### config.mk
export PLATFORM = sky130hd
export DESIGN_NAME = ich_channel
export DESIGN_NICKNAME = d
export VERILOG_FILES = /design/src/ich_pkg.sv /design/src/ich_channel.sv /design/src/ich_sync.sv
export SDC_FILE = /design/constraint.sdc
export NUM_CORES = 1
export LEC_CHECK = 0
export ABC_AREA = 0
export BUFFER_PORTS_ARGS = -buffer_cell sky130_fd_sc_hd__buf_2
export CELL_PAD_IN_SITES_DETAIL_PLACEMENT = 0
export CELL_PAD_IN_SITES_GLOBAL_PLACEMENT = 1
export CORE_AREA = 8 8 111 133
export DETAILED_ROUTE_END_ITERATION = 10
export DIE_AREA = 0 0 119 141
export PLACE_DENSITY_LB_ADDON = 0.05
export SYNTH_ARGS = -nofsm -noshare
export SYNTH_HDL_FRONTEND = slang
export SYNTH_SLANG_ARGS = --single-unit
### constraint.sdc
create_clock -name ref_clk -period 1.8 [get_ports ref_clk]
set_input_delay 0.36 -clock ref_clk [delete_from_list [all_inputs] [get_ports ref_clk]]
set_output_delay 0.36 -clock ref_clk [all_outputs]
set_load 0.01 [all_outputs]
### src/ich_pkg.sv
// shared constants for the channel handshake block
package ich_pkg;
  localparam int DATA_W = 12;
  localparam int STAT_W = 12;
  localparam int MAX_UNITS = 8;
  localparam logic [11:0] WORD_ZERO = 12'h000;
  localparam logic [2:0] EVT_REFUSE = 3'h1;
  localparam logic [2:0] EVT_BLOCK_DONE = 3'h2;
  localparam logic [2:0] EVT_PARITY = 3'h4;
  localparam logic [2:0] EVT_NONE = 3'h0;
  typedef enum logic [2:0] {
    ICH_IDLE = 3'h0,
    ICH_SELECT = 3'h1,
    ICH_COMMAND = 3'h3,
    ICH_XFER = 3'h2,
    ICH_WAIT_LOW = 3'h6,
    ICH_DONE = 3'h7
  } ich_state_t;
  typedef enum logic [1:0] {
    ICH_OP_SELECT = 2'h0,
    ICH_OP_COMMAND = 2'h1,
    ICH_OP_READ = 2'h2,
    ICH_OP_WRITE = 2'h3
  } ich_op_t;
endpackage

### src/ich_channel.sv
// channel end of the peripheral handshake: strobes, direction levels, parity, events
`timescale 1ns/1ps
// Notes on behaviour
// twelve shared data lines, direction per transfer
// select and command codes use data lines
// every word carries an odd parity bit
// read or write level held whole operation
// select strobe until accept or refuse
// command strobe until accept or refuse
// transfer request level, dropped on accept
// input request only when word can land
// output request only after data driven
// global init zeroes channel, breaks connection
// host active high while computer runs
// equipment accepts only requests, drops after
// equipment connects then accepts select
// equipment starts command then accepts
// equipment accepts after placing input word
// equipment accepts after sampling output word
// equipment refuses select or command it cannot
// equipment flags block end on input
// parity failure when ones count even
// equipment reports twelve status lines
// up to eight units, one interrupt each
// no new strobe until acks low
// refusal, block end, parity recorded, clearable
module ich_channel #(
  parameter int DATA_W = ich_pkg::DATA_W,
  parameter int STAT_W = ich_pkg::STAT_W,
  parameter int UNITS = ich_pkg::MAX_UNITS
) (
  input wire logic ref_clk, // 50 MHz system clock
  input wire logic arst_n, // asynchronous reset, active low
  input wire logic computer_run, // computer is operating
  input wire logic global_init_req, // request for a channel-wide initialisation
  input wire logic req_valid, // user request present
  output logic req_ready, // request taken this cycle
  input wire logic [1:0] req_op, // select, command, read or write
  input wire logic [DATA_W-1:0] req_word, // code or output word
  output logic rsp_valid, // one-cycle end of request
  output logic rsp_accepted, // accept seen
  output logic rsp_refused, // refuse seen
  output logic rsp_block_done, // block end seen on input
  output logic [DATA_W-1:0] rsp_word, // word taken in
  output logic rsp_parity_bad, // input word had even ones, or equipment flagged a parity failure on input; output words never set it
  output logic [2:0] event_status, // sticky refuse, block end, parity
  input wire logic [2:0] event_clear, // clear sticky events
  output logic [STAT_W-1:0] unit_status, // synchronised status lines
  output logic [UNITS-1:0] unit_irq, // synchronised interrupt lines
  input wire logic [DATA_W-1:0] data_in, // data lines from equipment
  output logic [DATA_W-1:0] data_out, // data lines to equipment
  output logic data_oe, // channel drives data lines
  input wire logic parity_in, // parity line from equipment
  output logic parity_out, // parity line to equipment
  output logic parity_oe, // channel drives parity line
  output logic read_level, // input operation level
  output logic write_level, // output operation level
  output logic select_unit_strobe, // unit-select code valid
  output logic command_strobe, // command code valid
  output logic word_transfer_request, // word transfer level
  output logic channel_global_init, // init level to equipment
  output logic host_active, // computer running level
  input wire logic accept_ack, // equipment accepts
  input wire logic refuse_ack, // equipment refuses
  input wire logic block_done_flag, // end of data block
  input wire logic odd_check_fail, // equipment parity failure
  input wire logic [STAT_W-1:0] status_lines, // equipment condition
  input wire logic [UNITS-1:0] irq_lines // per-unit interrupts
);
  localparam int SYNC_W = DATA_W + 5 + STAT_W + UNITS;

  initial begin
    if (DATA_W != ich_pkg::DATA_W || UNITS < 1 || UNITS > ich_pkg::MAX_UNITS || STAT_W < 1) begin
      $error("ich_channel: unsupported parameter values");
    end
  end

  // odd parity bit for a word: makes total ones odd
  function automatic logic odd_bit(input logic [DATA_W-1:0] w);
    odd_bit = ~(^w);
  endfunction

  ich_pkg::ich_state_t state_reg;
  ich_pkg::ich_op_t op_reg;
  logic [DATA_W-1:0] word_reg;
  logic [SYNC_W-1:0] sync_bus;
  logic [DATA_W-1:0] s_data;
  logic s_par;
  logic s_acc;
  logic s_ref;
  logic s_done;
  logic s_fail;
  logic init_reg;
  logic xfer_in;
  logic acks_low;
  logic word_bad;
  logic [2:0] event_set;

  // all pin inputs pass two flops before use
  ich_sync #(
    .WIDTH(SYNC_W)
  ) u_sync (
    .ref_clk(ref_clk),
    .arst_n(arst_n),
    .async_in({data_in, parity_in, accept_ack, refuse_ack, block_done_flag, odd_check_fail, status_lines, irq_lines}),
    .sync_out(sync_bus)
  );

  assign {s_data, s_par, s_acc, s_ref, s_done, s_fail, unit_status, unit_irq} = sync_bus;
  // a block end left standing would end the next read at once, so it must fall too
  assign acks_low = !s_acc && !s_ref && !s_done;
  assign xfer_in = (op_reg == ich_pkg::ICH_OP_READ);
  assign word_bad = (^{s_data, s_par}) == 1'b0;
  assign req_ready = (state_reg == ich_pkg::ICH_IDLE) && acks_low && !init_reg && req_valid;

  // init level: follows the request one cycle later, set by reset, zeroes channel state
  always_ff @(posedge ref_clk or negedge arst_n) begin
    if (!arst_n) begin
      init_reg <= 1'b1;
    end else begin
      init_reg <= global_init_req;
    end
  end

  // handshake sequencer
  always_ff @(posedge ref_clk or negedge arst_n) begin
    if (!arst_n) begin
      state_reg <= ich_pkg::ICH_IDLE;
      op_reg <= ich_pkg::ICH_OP_SELECT;
      word_reg <= ich_pkg::WORD_ZERO;
    end else if (init_reg) begin
      state_reg <= ich_pkg::ICH_IDLE;
      op_reg <= ich_pkg::ICH_OP_SELECT;
      word_reg <= ich_pkg::WORD_ZERO;
    end else begin
      case (state_reg)
        ich_pkg::ICH_IDLE: begin
          if (req_ready) begin
            op_reg <= ich_pkg::ich_op_t'(req_op);
            word_reg <= req_word;
            case (ich_pkg::ich_op_t'(req_op))
              ich_pkg::ICH_OP_SELECT: state_reg <= ich_pkg::ICH_SELECT;
              ich_pkg::ICH_OP_COMMAND: state_reg <= ich_pkg::ICH_COMMAND;
              default: state_reg <= ich_pkg::ICH_XFER;
            endcase
          end
        end
        ich_pkg::ICH_SELECT, ich_pkg::ICH_COMMAND: begin
          if (s_acc || s_ref) begin
            state_reg <= ich_pkg::ICH_WAIT_LOW;
          end
        end
        ich_pkg::ICH_XFER: begin
          if (s_acc || (xfer_in && s_done)) begin
            if (xfer_in) begin
              word_reg <= s_data;
            end
            state_reg <= ich_pkg::ICH_WAIT_LOW;
          end
        end
        ich_pkg::ICH_WAIT_LOW: begin
          if (acks_low) begin
            state_reg <= ich_pkg::ICH_DONE;
          end
        end
        ich_pkg::ICH_DONE: begin
          state_reg <= ich_pkg::ICH_IDLE;
        end
        default: begin
          state_reg <= ich_pkg::ICH_IDLE;
        end
      endcase
    end
  end

  // answer capture: flags latched while the request is open
  always_ff @(posedge ref_clk or negedge arst_n) begin
    if (!arst_n) begin
      rsp_accepted <= 1'b0;
      rsp_refused <= 1'b0;
      rsp_block_done <= 1'b0;
      rsp_parity_bad <= 1'b0;
      rsp_word <= ich_pkg::WORD_ZERO;
      rsp_valid <= 1'b0;
    end else begin
      rsp_valid <= (state_reg == ich_pkg::ICH_DONE) && !init_reg;
      if (req_ready) begin
        rsp_accepted <= 1'b0;
        rsp_refused <= 1'b0;
        rsp_block_done <= 1'b0;
        rsp_parity_bad <= 1'b0;
      end else if (state_reg == ich_pkg::ICH_SELECT || state_reg == ich_pkg::ICH_COMMAND) begin
        rsp_accepted <= s_acc && !s_ref;
        rsp_refused <= s_ref;
      end else if (state_reg == ich_pkg::ICH_XFER && (s_acc || (xfer_in && s_done))) begin
        rsp_accepted <= s_acc;
        rsp_block_done <= xfer_in && s_done;
        rsp_parity_bad <= xfer_in && s_acc && (word_bad || s_fail);
        if (xfer_in) begin
          rsp_word <= s_data;
        end
      end
    end
  end

  // event set terms from the open handshake
  always_comb begin
    event_set = ich_pkg::EVT_NONE;
    if ((state_reg == ich_pkg::ICH_SELECT || state_reg == ich_pkg::ICH_COMMAND) && s_ref) begin
      event_set = event_set | ich_pkg::EVT_REFUSE;
    end
    if (state_reg == ich_pkg::ICH_XFER && xfer_in && s_done) begin
      event_set = event_set | ich_pkg::EVT_BLOCK_DONE;
    end
    if (state_reg == ich_pkg::ICH_XFER && s_acc && (s_fail || (xfer_in && word_bad))) begin
      event_set = event_set | ich_pkg::EVT_PARITY;
    end
  end

  // sticky events: set wins over clear
  always_ff @(posedge ref_clk or negedge arst_n) begin
    if (!arst_n) begin
      event_status <= ich_pkg::EVT_NONE;
    end else if (init_reg) begin
      event_status <= ich_pkg::EVT_NONE;
    end else begin
      event_status <= (event_status & ~event_clear) | event_set;
    end
  end

  // pin drivers, all from flops
  always_ff @(posedge ref_clk or negedge arst_n) begin
    if (!arst_n) begin
      data_out <= ich_pkg::WORD_ZERO;
      data_oe <= 1'b0;
      parity_out <= 1'b0;
      parity_oe <= 1'b0;
      read_level <= 1'b0;
      write_level <= 1'b0;
      select_unit_strobe <= 1'b0;
      command_strobe <= 1'b0;
      word_transfer_request <= 1'b0;
      channel_global_init <= 1'b1;
      host_active <= 1'b0;
    end else begin
      channel_global_init <= init_reg;
      host_active <= computer_run;
      data_out <= word_reg;
      parity_out <= odd_bit(word_reg);
      data_oe <= !init_reg && (op_reg != ich_pkg::ICH_OP_READ) && (state_reg != ich_pkg::ICH_IDLE);
      parity_oe <= !init_reg && (op_reg != ich_pkg::ICH_OP_READ) && (state_reg != ich_pkg::ICH_IDLE);
      read_level <= !init_reg && (op_reg == ich_pkg::ICH_OP_READ) && (state_reg != ich_pkg::ICH_IDLE);
      write_level <= !init_reg && (op_reg == ich_pkg::ICH_OP_WRITE) && (state_reg != ich_pkg::ICH_IDLE);
      // codes go out one cycle ahead of their strobe so the lines have settled when it rises
      select_unit_strobe <= !init_reg && (state_reg == ich_pkg::ICH_SELECT) && data_oe && !s_acc && !s_ref;
      command_strobe <= !init_reg && (state_reg == ich_pkg::ICH_COMMAND) && data_oe && !s_acc && !s_ref;
      // output: data already on the lines one cycle earlier; input: room held in word_reg
      word_transfer_request <= !init_reg && (state_reg == ich_pkg::ICH_XFER) && data_oe == !xfer_in
        && !s_acc && !(xfer_in && s_done);
    end
  end
endmodule

### src/ich_sync.sv
// two-flop synchroniser for a bus of pin inputs
`timescale 1ns/1ps
module ich_sync #(
  parameter int WIDTH = 1
) (
  input wire logic ref_clk, // system clock
  input wire logic arst_n, // asynchronous reset, active low
  input wire logic [WIDTH-1:0] async_in, // raw pin levels
  output logic [WIDTH-1:0] sync_out // synchronised levels
);
  logic [WIDTH-1:0] meta_reg;

  // first stage feeds only the second stage
  always_ff @(posedge ref_clk or negedge arst_n) begin
    if (!arst_n) begin
      meta_reg <= '0;
      sync_out <= '0;
    end else begin
      meta_reg <= async_in;
      sync_out <= meta_reg;
    end
  end
endmodule

; Yosys cells after proc, flatten, opt, wreduce, memory -nomap -nowiden
; Cells that the tools add are included.
[op_classes]
n_eq_ne = 16
muxes = 30
bitwise_logic = 7
n_reduce_logical = 63
[ops]
columns = cell, n
row1 = 12-bit 2-to-1 mux, 4
row2 = 1-bit logical AND, 35
row3 = 12-bit one-hot mux with 2 select lines, 1
row4 = 3-bit 2-to-1 mux, 7
row5 = "3-bit inequality test, second input constant", 5
row6 = 13-bit XOR reduction, 1
row7 = 1-bit 2-to-1 mux, 12
row8 = 3-bit one-hot mux with 4 select lines, 1
row9 = 4-bit AND reduction, 3
row10 = 12-bit XOR reduction, 1
row11 = 3-bit nonzero test, 3
row12 = 2-bit 2-to-1 mux, 4
row13 = 2-bit nonzero test, 4
row14 = "3-bit by 2-bit equality test with 1-bit output, second input constant", 2
row15 = "3-bit equality test, second input constant", 2
row16 = 1-bit logical NOT, 6
row17 = 1-bit logical OR, 5
row18 = "2-bit equality test, second input constant", 2
row19 = "2-bit inequality test, second input constant", 2
row20 = 1-bit NOT, 4
row21 = 2-bit one-hot mux with 2 select lines, 1
row22 = 2-bit AND reduction, 2
row23 = 3-bit AND, 1
row24 = "3-bit by 1-bit equality test with 1-bit output, second input constant", 1
row25 = 7 further kinds, 7
[word_totals]
regBits = 133
input_bits = 59
out_inout_bits = 63
elab_cells = 139

; Logic depth before layout (Yosys ltp)
[logic_depth]
ltp_word = 9
mapped_depth = 7

; Hierarchy
; Synthesis repeated with hierarchy kept, for this count alone.
[hier_totals]
cells_unflattened = 302
area_unflattened_um2 = 4505.6
[modules_own_cells]
columns = module, instances, cells_per_inst, area_each_um2, seq_area_each_um2
row1 = ich_channel, 1, 228, 2653.8, 1478.9
row2 = ich_sync, 1, 74, 1851.8, 1851.8

; Worst setup path after synthesis
; OpenSTA, ideal clock, no wires.
[synth_timing]
kind = register -> output
start = reg u_sync.sync_out[23]
end = out req_ready
arrival_time_ns = 1.523
required_time_ns = 1.440
setup_slack_ns = -0.083
stages_incl_launch_ff = 6
path_cell_list = dfrtp_1 -> buf_6 -> or4b_4 -> nor3_1 -> and2_1 -> clkbuf_1
[synth_between]
elab_chain_cells = 6
[synth_rtl]
columns = element, line
row1 = start: declaration, ich_sync.sv:9  ; output logic [WIDTH-1:0] sync_out
row2 = start signal: assignment, ich_sync.sv:20  ; sync_out <= meta_reg;
row3 = 1-bit logical NOT, ich_channel.sv:111  ; assign acks_low = !s_acc && !s_ref && !s_done;
row4 = 1-bit logical AND (2 in series), ich_channel.sv:111
row5 = 1-bit logical AND (3 in series), ich_channel.sv:114  ; assign req_ready = (state_reg == ich_pkg::ICH_IDLE) && acks_low && !init_reg && req_valid;
row6 = end: declaration, ich_channel.sv:37  ; output logic req_ready,
; No other way between the ends.

; Worst setup path after layout
; Same ends and word-level chain as after synthesis.

==> results.cfg <==
[outcome]
status = complete, but fails checks
violations = negative setup slack

[final_layout]
mostFrequentLayoutCell = dfrtp_1
final_layout_size_suffix_gt1_frac = 0.4632
diodes = 0
synthToLayoutAreaGrowth_pct = 30.99
nFillCells = 1154
layout_common_cells = 131 x dfrtp_1, 119 x buf_2, 33 x nand2_1
fin_nets = 508
finish.utilization = 0.4894

[synthesis]
ys_seq_elements = 133
synth_cell_type_count = 38
async_flop_share = 1.000
netlist_area_mm2 = 0.004691
yosysTopAreaCell = dfrtp_1
yosysTopAreaCellShare = 0.6989
ys_seq_area_frac = 0.7101
synthFlopType = dfrtp_1
ys_warn_count = 0
syn_inst = 319
yosys-top-cells-area = dfrtp_1 70%, buf_4 3.8%, xnor2_1 3.5%
avgSynthCellArea_um2 = 14.70
synth_edf_count = 0
syn_nets = 378

[timing]
fin_worst_skew_ps = 8.369
setup_violations = 16
hold_violations = 0
relSlewSlack = 0.6646
rsz0062_at_grt = yes
fin_crit_sh = 1.177
slew_violations = 0
worstMarginPinSlew_ps = 501.3
final.min_clock_period_ps = 2119
fin_ws_ps = -319.0
fmaxAchievable_ghz = 0.4719

[worst_setup_path]
crit_slowest_cell = or4b_4
crit_buf_inv = 1
crit_path_end_kind = output pin
slowest_delay_ps = 570
crit_type = flip-flop to output pin
cp_top_family = simple AND/OR/NAND/NOR gates
path_cells = or4b_4 -> nor3_4 -> and2_4 -> buf_6
crit_required_ps = 1440
worst-path-max-fanout = 2
cp_data_arrival_time_ps = 1760
critPathLaunchType = flip-flop

[power]
powerDensity_mw_per_mm2 = 1290
peakVddDrop_mv = 0.5517
leakagePower_nw = 3.059

[worst_hold_path]
hp-class = input pin to flip-flop

[routing]
vias = 2746
wl_per_cell_um = 15.38
ant_nets = 0
drt-pass1-iter-count = 4
drc = 0
avgViaCountPerCell = 4.387
wirelength_um = 9625
drtIter0Drc = 117

[cts]
clkTransAtPathRegs_ps = 60
h-tree-depth = 4
root_buffer = clkbuf_16
cts_buffer_depth = 2
tritoncts = built
cts_sinks = 133
numCtsBuffers = 17
worstSkewPairLatency_ps = 410

[die]
fp.dieW_um = 119
die_y_um = 141
rows = 45
initial_core_util = 0.3736
io_pins = 122
die_area_mm2 = 0.01678
coreArea_mm2 = 0.01256

[global_routing]
grt_pass1_wl_um = 15730
grt.total_usage = 0.1206
grt_pass1_vias = 3076
grt_remaining_overflow = 0
grt_max_degree = 47
antenna_found_initial = 0

[placement]
dpl.hpwl_um = 6861
place_worst_setup_slack_ps = -26.23
io_buffers = 121
gp_congestion = 0.7709

[run]
max_cap_viol_count = 0
-- synthesized netlist by cell type (all sizes together), types with 3 or more instances --
| master | count |
|---|---|
| nand2 | 33 |
| a21oi | 20 |
| xnor2 | 19 |
| nor2 | 10 |
| nor3 | 9 |
| nor2b | 4 |
| buf | 26 |
| o21ai | 4 |
| clkbuf | 6 |
| mux2 | 24 |
| nand3 | 3 |
| dfrtp | 131 |
| nand2b | 7 |
-- power breakdown --
group	total (W)	internal, W	switching [W]
registers	0.00336	0.00323	0.000123
logic	0.000871	0.000447	0.000424
clock network	0.00370	0.00236	0.00134
total	0.00792	0.00604	0.00189
-- final timing paths --
check,startpoint,cells after the start,slack (ps),endpoint
max,u_sync.sync_out[23],4,-320,req_ready
min,status_lines[1],1,60,u_sync.meta_reg[9]
max reg2reg,u_sync.sync_out[23],7,-260,state_reg[0]
min reg2reg,u_sync.meta_reg[35],0,350,u_sync.sync_out[35]
max in group asynchronous,arst_n,3,800,u_sync.sync_out[31]
min in group asynchronous,arst_n,2,430,u_sync.sync_out[2]
-- through the flow --
step | total power, W | setup TNS (ps) | hold slack [ps] | cell area, um^2 | std cells
floorplan | 0.003936 | -426.4 | 64.41 | 4697 | 319
global placement | 0.004291 | -4.194 | 300.3 | 5430 | 590
detailed placement | 0.004303 | -68.01 | 303.1 | 5430 | 590
CTS | 0.008057 | -2123 | 39.14 | 6107 | 624
global route | 0.008282 | -4722 | 28.97 | 6145 | 626
finish | 0.007924 | -3565 | 55.30 | 6145 | 626
-- cell type report --
class,count,area [um^2],area share
sequential,133,3331,0.5420
clock inverter,15,214.0,0.03482
timing repair buffer,143,830.8,0.1352
multi-input combinational,152,1131,0.1841
tap,164,205.2,0.03339
clock buffer,17,425.4,0.06923
inverter,2,7.507,0.001222
-- logic make-up (layout without fill, tap and decap cells) --
group | count (synthesis) | in the layout | share of synthesized area
mux | 24 | 24 | 0.06562
buf+inv | 34 | 177 | 0.05601
flops | 133 | 133 | 0.7101
compound gates | 31 | 31 | 0.03975
xor+xnor | 22 | 22 | 0.04695
simple gates | 75 | 75 | 0.08162
-- per-layer routing --
| metal | global-route usage | part of all wire | vias up |
|---|---|---|---|
| met2 | 0.1893 | 0.49 | 88 |
| met1 | 0.1413 | 0.43 | 1345 |
| met3 | 0.04914 | 0.058 | 13 |
| met4 | 0.05604 | 0.019 | 0 |
| li1 | - | - | 1300 |
| met5 | 0 | 0 | - |
-- repair_timing --
item | 4_1_cts | 5_1_grt
hold buffers | 1 | 0
setup buffers | 1 | 3
pin swaps | 2 | 4
endpoints found under the setup margin | 4 | 19
hold endpoints to repair | 36 | 0
gates resized for setup | 4 | 5
Power figures use the tool's default switching activity.
